===== config.mk =====
export PLATFORM = sky130hd
export DESIGN_NAME = sofg_guard
export DESIGN_NICKNAME = d
export VERILOG_FILES = /design/src/core/sofg_pkg.sv /design/src/core/sofg_guard.sv
export SDC_FILE = /design/constraint.sdc
export NUM_CORES = 2
export LEC_CHECK = 0
export BUFFER_PORTS_ARGS = -buffer_cell sky130_fd_sc_hd__clkbuf_2
export CAP_MARGIN = 10
export CORE_ASPECT_RATIO = 0.9
export CORE_MARGIN = 4
export CORE_UTILIZATION = 65
export CTS_CLUSTER_SIZE = 25
export DETAILED_ROUTE_END_ITERATION = 8
export GPL_TIMING_DRIVEN = 0
export HOLD_SLACK_MARGIN = 0.03
export PLACE_DENSITY = 0.89
export SYNTH_ARGS = -nofsm -noshare
export SYNTH_HDL_FRONTEND = slang
export SYNTH_SLANG_ARGS = --single-unit

===== constraint.sdc =====
create_clock -name core_clk -period 18.7 [get_ports core_clk]
set_input_delay 0.935 -clock core_clk [delete_from_list [all_inputs] [get_ports core_clk]]
set_output_delay 0.935 -clock core_clk [all_outputs]
set_load 0.02 [all_outputs]

===== src/core/sofg_pkg.sv =====
package sofg_pkg;
   // clock and timebase
   localparam int CLK_PERIOD_NS  = 50;
   localparam int TICK_PERIOD_NS = 1000000;           // release timer counts in ms
   localparam int TICK_CYCLES    = TICK_PERIOD_NS / CLK_PERIOD_NS;
   localparam int TICK_CNT_W     = 15;

   // release time, in ms ticks
   localparam int          REL_W          = 21;
   localparam logic [20:0] REL_DEFAULT_MS = 21'h0003E8; // 1.000 s
   localparam logic [20:0] REL_MAX_MS     = 21'h1B7740; // 1800.000 s

   // widths and sizes
   localparam int NUM_TRIG   = 8;
   localparam int NUM_COND   = 4;
   localparam int CNT_W      = 16;
   localparam int TS_W       = 48;
   localparam int SG_W       = 3;
   localparam int SNAP_DEPTH = 12;
   localparam int SNAP_PTR_W = 4;
   localparam logic [3:0] SNAP_LAST = 4'hB;

   // condition indices for events, counters and snapshot identity
   localparam int COND_IDX_INIT   = 0;
   localparam int COND_IDX_BLOCK  = 1;
   localparam int COND_IDX_ACTIVE = 2;
   localparam int COND_IDX_TRIP   = 3;
   localparam logic [1:0] EV_ID_INIT   = 2'h0;
   localparam logic [1:0] EV_ID_BLOCK  = 2'h1;
   localparam logic [1:0] EV_ID_ACTIVE = 2'h2;
   localparam logic [1:0] EV_ID_TRIP   = 2'h3;

   typedef enum logic [2:0] {
      SOFG_MODE_ON           = 3'b000,
      SOFG_MODE_BLOCKED      = 3'b001,
      SOFG_MODE_TEST         = 3'b010,
      SOFG_MODE_TEST_BLOCKED = 3'b011,
      SOFG_MODE_OFF          = 3'b100
   } sofg_mode_t;

   typedef enum logic [1:0] {
      SOFG_FORCE_NORMAL  = 2'b00,
      SOFG_FORCE_BLOCKED = 2'b01,
      SOFG_FORCE_ACTIVE  = 2'b10,
      SOFG_FORCE_TRIP    = 2'b11
   } sofg_force_t;

   typedef enum logic [2:0] {
      SOFG_COND_NORMAL  = 3'b000,
      SOFG_COND_INIT    = 3'b001,
      SOFG_COND_ACTIVE  = 3'b010,
      SOFG_COND_TRIP    = 3'b011,
      SOFG_COND_BLOCKED = 3'b100
   } sofg_cond_t;

   typedef enum logic [1:0] {
      SOFG_ST_IDLE  = 2'b00,
      SOFG_ST_INIT  = 2'b01,
      SOFG_ST_ARMED = 2'b10
   } sofg_state_t;
endpackage


===== src/core/sofg_guard.sv =====
module sofg_guard
   import sofg_pkg::*;
#(
   parameter int TICK_DIV = TICK_CYCLES
) (
   input  wire logic                   core_clk,
   input  wire logic                   nrst,
   input  wire logic                   clk_en,
   input  wire logic                   activate_in,
   input  wire logic                   block_in,
   input  wire logic [NUM_TRIG-1:0]    trigger_in,
   input  wire logic [2:0]             logical_node_mode,
   input  wire logic [1:0]             force_status,
   input  wire logic                   release_time_valid,
   input  wire logic [REL_W-1:0]       release_time_ms,
   input  wire logic [SG_W-1:0]        setting_group_used,
   input  wire logic [TS_W-1:0]        timestamp,
   input  wire logic [NUM_COND-1:0]    event_sel_on,
   input  wire logic [NUM_COND-1:0]    event_sel_off,
   input  wire logic                   counter_clear,
   input  wire logic [SNAP_PTR_W-1:0]  snap_rd_idx,
   output logic                        trip_out,
   output logic                        active_out,
   output logic [2:0]                  condition,
   output logic [2:0]                  mode_in_effect,
   output logic [NUM_COND-1:0]         event_on,
   output logic [NUM_COND-1:0]         event_off,
   output logic [TS_W-1:0]             event_time,
   output logic [NUM_COND*CNT_W-1:0]   counters,
   output logic [SNAP_PTR_W-1:0]       snap_count,
   output logic [TS_W-1:0]             snap_time,
   output logic [1:0]                  snap_event,
   output logic [SG_W-1:0]             snap_group,
   output logic [REL_W-1:0]            snap_remaining,
   output logic [REL_W-1:0]            snap_elapsed
);
   localparam logic [TICK_CNT_W-1:0] TICK_LAST = TICK_CNT_W'(TICK_DIV - 1);

   // pins pass two flops before any logic reads them
   logic [NUM_TRIG+1:0]    pin_meta;
   logic [NUM_TRIG+1:0]    pin_sync;
   logic                   act_prev;
   logic [TICK_CNT_W-1:0]  tick_cnt;
   logic [REL_W-1:0]       elapsed;
   sofg_state_t            state;
   sofg_state_t            next_state;
   logic [NUM_COND-1:0]    cond_prev;
   logic [SNAP_PTR_W-1:0]  wr_ptr;
   logic [TS_W-1:0]        mem_time [SNAP_DEPTH];
   logic [1:0]             mem_event [SNAP_DEPTH];
   logic [SG_W-1:0]        mem_group [SNAP_DEPTH];
   logic [REL_W-1:0]       mem_rem [SNAP_DEPTH];
   logic [REL_W-1:0]       mem_elapsed [SNAP_DEPTH];

   always_ff @(posedge core_clk or negedge nrst) begin
      if (!nrst) begin
         pin_meta <= '0;
         pin_sync <= '0;
      end else if (clk_en) begin
         pin_meta <= {block_in, activate_in, trigger_in};
         pin_sync <= pin_meta;
      end
   end

   // decode of synced pins and mode
   wire             block_s   = pin_sync[NUM_TRIG+1];
   wire             act_s     = pin_sync[NUM_TRIG];
   wire             any_trig  = |pin_sync[NUM_TRIG-1:0];
   wire             act_rise  = act_s & ~act_prev;
   wire sofg_mode_t mode_eff  = (logical_node_mode > 3'(SOFG_MODE_OFF)) ? SOFG_MODE_ON
                                : sofg_mode_t'(logical_node_mode);
   wire             mode_off  = (mode_eff == SOFG_MODE_OFF);
   wire             mode_blk  = (mode_eff == SOFG_MODE_BLOCKED) |
                                (mode_eff == SOFG_MODE_TEST_BLOCKED);
   wire             inhibit   = block_s | mode_blk | mode_off;
   wire             start     = act_rise & ~inhibit;

   // release time, re-read every cycle so a group change takes effect live
   wire [REL_W-1:0] rel_clamp = (release_time_ms > REL_MAX_MS) ? REL_MAX_MS
                                : release_time_ms;
   wire [REL_W-1:0] rel_ms    = release_time_valid ? rel_clamp : REL_DEFAULT_MS;
   wire             expired   = (elapsed >= rel_ms);
   wire [REL_W-1:0] remaining = expired ? '0 : rel_ms - elapsed;
   wire             timer_run = (state != SOFG_ST_IDLE);
   wire             tick      = (tick_cnt == TICK_LAST);

   // ms timebase from the core clock
   always_ff @(posedge core_clk or negedge nrst) begin
      if (!nrst)
         tick_cnt <= '0;
      else if (clk_en)
         tick_cnt <= tick ? '0 : tick_cnt + 1'b1;
   end

   // elapsed time restarts on each accepted start edge
   always_ff @(posedge core_clk or negedge nrst) begin
      if (!nrst) begin
         elapsed  <= '0;
         act_prev <= 1'b0;
      end else if (clk_en) begin
         act_prev <= act_s;
         if (start)
            elapsed <= '0;
         else if (timer_run && tick && elapsed != REL_MAX_MS)
            elapsed <= elapsed + 1'b1;
      end
   end

   // arming sequence; block only stops a start, Off mode also aborts
   always_comb begin
      next_state = state;
      case (state)
         SOFG_ST_IDLE:  if (start) next_state = SOFG_ST_INIT;
         SOFG_ST_INIT:  next_state = mode_off ? SOFG_ST_IDLE : SOFG_ST_ARMED;
         SOFG_ST_ARMED: begin
            if (mode_off)
               next_state = SOFG_ST_IDLE;
            else if (start)
               next_state = SOFG_ST_INIT;
            else if (expired)
               next_state = SOFG_ST_IDLE;
         end
         default:       next_state = SOFG_ST_IDLE;
      endcase
   end

   always_ff @(posedge core_clk or negedge nrst) begin
      if (!nrst)
         state <= SOFG_ST_IDLE;
      else if (clk_en)
         state <= next_state;
   end

   // computed condition, then the force override on top of it
   wire trip_calc = timer_run & any_trig & ~mode_off;
   wire sofg_cond_t cond_calc = mode_off                 ? SOFG_COND_NORMAL :
                                trip_calc                ? SOFG_COND_TRIP :
                                (state == SOFG_ST_INIT)  ? SOFG_COND_INIT :
                                (state == SOFG_ST_ARMED) ? SOFG_COND_ACTIVE :
                                inhibit                  ? SOFG_COND_BLOCKED :
                                SOFG_COND_NORMAL;
   wire sofg_force_t force_sel = sofg_force_t'(force_status);
   wire sofg_cond_t cond_now   = (force_sel == SOFG_FORCE_BLOCKED) ? SOFG_COND_BLOCKED :
                                 (force_sel == SOFG_FORCE_ACTIVE)  ? SOFG_COND_ACTIVE :
                                 (force_sel == SOFG_FORCE_TRIP)    ? SOFG_COND_TRIP :
                                 cond_calc;

   // trip is combinational so it follows the synced trigger bits with no cycle beyond the two sync flops;
   // test mode shows the trip in the condition but keeps the output quiet
   assign condition      = cond_now;
   assign mode_in_effect = mode_eff;
   assign trip_out       = (cond_now == SOFG_COND_TRIP) & (mode_eff != SOFG_MODE_TEST);
   assign active_out     = (cond_now == SOFG_COND_INIT) | (cond_now == SOFG_COND_ACTIVE) |
                           (cond_now == SOFG_COND_TRIP);

   wire [NUM_COND-1:0] cond_flag;
   assign cond_flag[COND_IDX_INIT]   = (cond_now == SOFG_COND_INIT);
   assign cond_flag[COND_IDX_BLOCK]  = (cond_now == SOFG_COND_BLOCKED);
   assign cond_flag[COND_IDX_ACTIVE] = (cond_now == SOFG_COND_ACTIVE);
   assign cond_flag[COND_IDX_TRIP]   = (cond_now == SOFG_COND_TRIP);
   wire [NUM_COND-1:0] rise = cond_flag & ~cond_prev;
   wire [NUM_COND-1:0] fall = ~cond_flag & cond_prev;

   // per condition: edge events and a counter; a count beats a clear
   genvar gi;
   generate
      for (gi = 0; gi < NUM_COND; gi++) begin : g_cond
         logic [CNT_W-1:0] cnt;
         always_ff @(posedge core_clk or negedge nrst) begin
            if (!nrst) begin
               cond_prev[gi] <= 1'b0;
               event_on[gi]  <= 1'b0;
               event_off[gi] <= 1'b0;
               cnt           <= '0;
            end else if (clk_en) begin
               cond_prev[gi] <= cond_flag[gi];
               event_on[gi]  <= rise[gi] & event_sel_on[gi];
               event_off[gi] <= fall[gi] & event_sel_off[gi];
               if (rise[gi])
                  cnt <= counter_clear ? CNT_W'(1) : cnt + 1'b1;
               else if (counter_clear)
                  cnt <= '0;
            end
         end
         assign counters[gi*CNT_W +: CNT_W] = cnt;
      end
   endgenerate

   always_ff @(posedge core_clk or negedge nrst) begin
      if (!nrst)
         event_time <= '0;
      else if (clk_en && (|rise || |fall))
         event_time <= timestamp;
   end

   // snapshot ring; simultaneous ON edges keep only the most severe one
   wire       any_rise = |rise;
   wire [1:0] snap_id  = rise[COND_IDX_TRIP]   ? EV_ID_TRIP :
                         rise[COND_IDX_ACTIVE] ? EV_ID_ACTIVE :
                         rise[COND_IDX_BLOCK]  ? EV_ID_BLOCK : EV_ID_INIT;
   wire [SNAP_PTR_W:0]   back   = {1'b0, wr_ptr} + 5'(SNAP_DEPTH - 1) - {1'b0, snap_rd_idx};
   wire [SNAP_PTR_W:0]   wrap   = (back >= 5'(SNAP_DEPTH)) ? back - 5'(SNAP_DEPTH) : back;
   wire [SNAP_PTR_W-1:0] rd_ptr = wrap[SNAP_PTR_W-1:0];

   always_ff @(posedge core_clk) begin
      if (clk_en && any_rise) begin
         mem_time[wr_ptr]    <= timestamp;
         mem_event[wr_ptr]   <= snap_id;
         mem_group[wr_ptr]   <= setting_group_used;
         mem_rem[wr_ptr]     <= remaining;
         mem_elapsed[wr_ptr] <= elapsed;
      end
   end

   always_ff @(posedge core_clk or negedge nrst) begin
      if (!nrst) begin
         wr_ptr     <= '0;
         snap_count <= '0;
      end else if (clk_en && any_rise) begin
         wr_ptr <= (wr_ptr == SNAP_LAST) ? '0 : wr_ptr + 1'b1;
         if (snap_count != 4'(SNAP_DEPTH))
            snap_count <= snap_count + 1'b1;
      end
   end

   // read port, index 0 is the newest record; stale slots read as zero
   always_ff @(posedge core_clk or negedge nrst) begin
      if (!nrst) begin
         snap_time      <= '0;
         snap_event     <= '0;
         snap_group     <= '0;
         snap_remaining <= '0;
         snap_elapsed   <= '0;
      end else if (clk_en) begin
         snap_time      <= (snap_rd_idx < snap_count) ? mem_time[rd_ptr] : '0;
         snap_event     <= (snap_rd_idx < snap_count) ? mem_event[rd_ptr] : '0;
         snap_group     <= (snap_rd_idx < snap_count) ? mem_group[rd_ptr] : '0;
         snap_remaining <= (snap_rd_idx < snap_count) ? mem_rem[rd_ptr] : '0;
         snap_elapsed   <= (snap_rd_idx < snap_count) ? mem_elapsed[rd_ptr] : '0;
      end
   end
endmodule


==> results.md <==
- Status: completed
- Max Slew Vio Count: 0
- Fin crit period: 5670 ps
- Critical Path AT: 6090 ps
- Fmax: 0.176 GHz
- Cell mode on critical path: and3_1
- CP required: 19,120 ps
- CTS Sinks: 1,426
- Clk root buf: clkbuf_16
- # setup viols final: 0
- FF+latch count, synth: 1,426
- Synth Instances: 3,137
- Yosys top cell area share: 60.4%
- Async set or reset register ratio after synthesis: 20.1%
- Layout cells sized above 1: 27.3%
- Max-Cap Viols: 0
- Final nets: 3,864
- Commonest cells post-synth: 1,140 x edfxtp_1, 286 x dfrtp_1, 285 x mux4_2
- Worst setup SP type: input pin
- Vias per std cell: 7.19
- Chip height: 288 µm
- YS warnings: 0
- Initial Util: 65.7%
- Core area: 86,300 µm²
- Leakage power: 23.6 nW
- Clk slew on worst S/H paths: 70 ps
- RSZ-0062 raised after global routing: false
- Final Hold Viols: 0
- DR iter-0 viols: 6,331
- Clock Path Buffers: 3
- Final core utilization: 76.4%
- Rows: 102
- VDD IR max: 0.0978 mV
- DRT Pass-1 Iters: 6
- Vias: 35,800
- Reg2reg setup slack: 13,520 ps
- Post-DP HPWL: 96,900 µm
- Cell variety after synth: 79
- Period utilisation layout: 30.3%
- H-tree depth: 4
- Yosys top cell by area: edfxtp_1
- Cts bufs inserted: 137
- Crit path capture type: register
- Slew headroom: 10.6%
- Part of the Yosys area used for sequential elements: 73.0%
- Initial antenna violation count: 6
- Total routed wirelength: 165,000 µm
- IO Count: 331
- DRC viols: 0
- Syn_nets: 3,288
- Seq. cell area: 41,400 µm²
- Synth-to-layout area growth: 16.2%
- Hold Slack: 255 ps
- Count leader, synth: edfxtp_1
- Synth top area cells: edfxtp_1 60%, dfrtp_1 13%, mux4_2 11%, a221o_1 1.7%, mux2_2 1.4%
- Placer Congestion: 0.888
- Tot GR Track Use: 36.4%
- Pin count of the biggest net entering global routing: 104
- Cell Chain, Critical Path: clkbuf_2, or4_1, o31a_1, o2111ai_1, a2111oi_0, o211a_1, o21bai_1, clkbuf_1, a21bo_2, ha_1, and3_1, a221oi_1, o211ai_1, and3_1, o32ai_1, xor2_1, nor2_1
- Crit path kind: in2reg
- Die area: 92,000 µm²
- Ys flop type: edfxtp_1
- Setup TNS: 0 ps
- Port Buffer Count: 329
- CTS tree: done
- Post-CTS Resized: 0
- Post-route ant nets: 0
- Worst slew pin tran: 1340 ps
- Clk Latency, worst-skew pair: 760 ps
- Hold-fix buffers, CTS: 0
- First-pass GRT wire length: 245,000 µm
- CP Max Fanout: 12
- Fill count: 4,350
- Synth Area per Inst: 18.1 µm²
- Total grt overflow: 0
- Postcts setup bufs: 0
- Wire length per cell: 33.2 µm
- Cell Area, Synth: 56,700 µm²
- Die X: 319 µm
- Hold Crit Class: in2async
- Setup Skew: 30.3 ps
- Area occupied by multi-input gates: 14,500 µm²
- Vias in the first global route: 36,600
- Slowest CP cell: a221oi_1
- Post-synth EDFFs: 1,140
- Crit-path max cell delay: 680 ps
- Total power divided by cell area: 165 nW/µm²
kinds of logic after synthesis:
family,synth area share [%]
flip-flops,73.0
multiplexers,12.9
buffers and inverters,1.67
XOR/XNOR,1.36
adder cells (fa/ha/maj),1.06
AO/OA/AOI/OAI,5.57
AND/OR/NAND/NOR,4.40
cell type report:
class / count / area share (%)
tap: 1144 / 2.17
sequential: 1426 / 62.8
timing repair buffer: 437 / 4.70
clock inverter: 60 / 1.05
buffer: 169 / 0.997
clock buffer: 194 / 5.88
inverter: 77 / 0.439
antenna: 5 / 0.0190
multi-input combinational: 1465 / 21.9
stage by stage:
step / instances / total power [W] / setup slack [ps] / instance area (µm²)
2_1_floorplan: 3137 / 0.00648 / 9000 / 56700
3_3_place_gp: 4610 / 0.00760 / 2070 / 59800
3_5_place_dp: 4715 / 0.00780 / 12070 / 61300
4_1_cts: 4969 / 0.0108 / 12820 / 65900
5_1_grt: 4976 / 0.0112 / 12600 / 65900
6_report: 4977 / 0.0109 / 13030 / 65900
power by group:
part	internal, W	total, W	switching, W
registers	0.00387	0.00410	0.000227
logic	0.00143	0.00394	0.00250
clock network	0.00160	0.00285	0.00124
layer usage:
metal,part of all wire [%],track usage (%),vias up,routed length (µm)
li1,-,-,13800,-
met1,32,46.2,17900,52600
met2,49,59.7,3365,81500
met3,12,8.00,812,20000
met4,6.8,20.4,2,11200
met5,0.0054,0,-,9
path summary, 6_finish.rpt:
check,cells past startpoint,end,startpoint
hold reg to reg,1,pin_sync[4],pin_meta[4]
min in group core_clk,2,pin_meta[2],trigger_in[2]
max in group asynchronous,2,snap_remaining[10],nrst
setup / recovery,17,mem_rem[0][18],release_time_ms[0]
hold / removal,1,event_time[38],nrst
setup reg to reg,12,snap_event[0],wr_ptr[1]
sequential cells by signal, summed over array words and instances (netlist names):
register        count
mem_time          576
mem_elapsed       252
mem_rem           252
g_cond.cnt         64
event_time         48
snap_time          48
mem_group          36
mem_event          24
elapsed            21
snap_elapsed       21
snap_remaining     21
tick_cnt           15
pin_meta           10
pin_sync           10
cond_prev           4
event_off           4
event_on            4
snap_count          4
wr_ptr              4
snap_group          3
snap_event          2
state               2
act_prev            1
critical path, delay by kind of cell:
family	cells	cell delay (ps)
simple gates	4	1650
compound gates	9	2610
buf+inv	2	430
xor+xnor	1	160
fa+ha+maj	1	300
cells in the final DEF (no fill, tap or decap), drive strengths merged, types with 12 or more instances in the layout:
cell / instances
clkinv: 36
ha: 45
inv: 82
xnor2: 53
mux2: 75
nand4: 23
a221o: 95
a21oi: 130
clkbuf: 668
mux4: 285
edfxtp: 1140
and3: 28
nand3: 145
buf: 132
nor3: 32
a21o: 16
o2bb2ai: 13
xor2: 35
or3: 12
nor4: 12
o21ai: 141
nor2: 123
nand2: 71
dfrtp: 286
(Power assumes the default switching activity.)
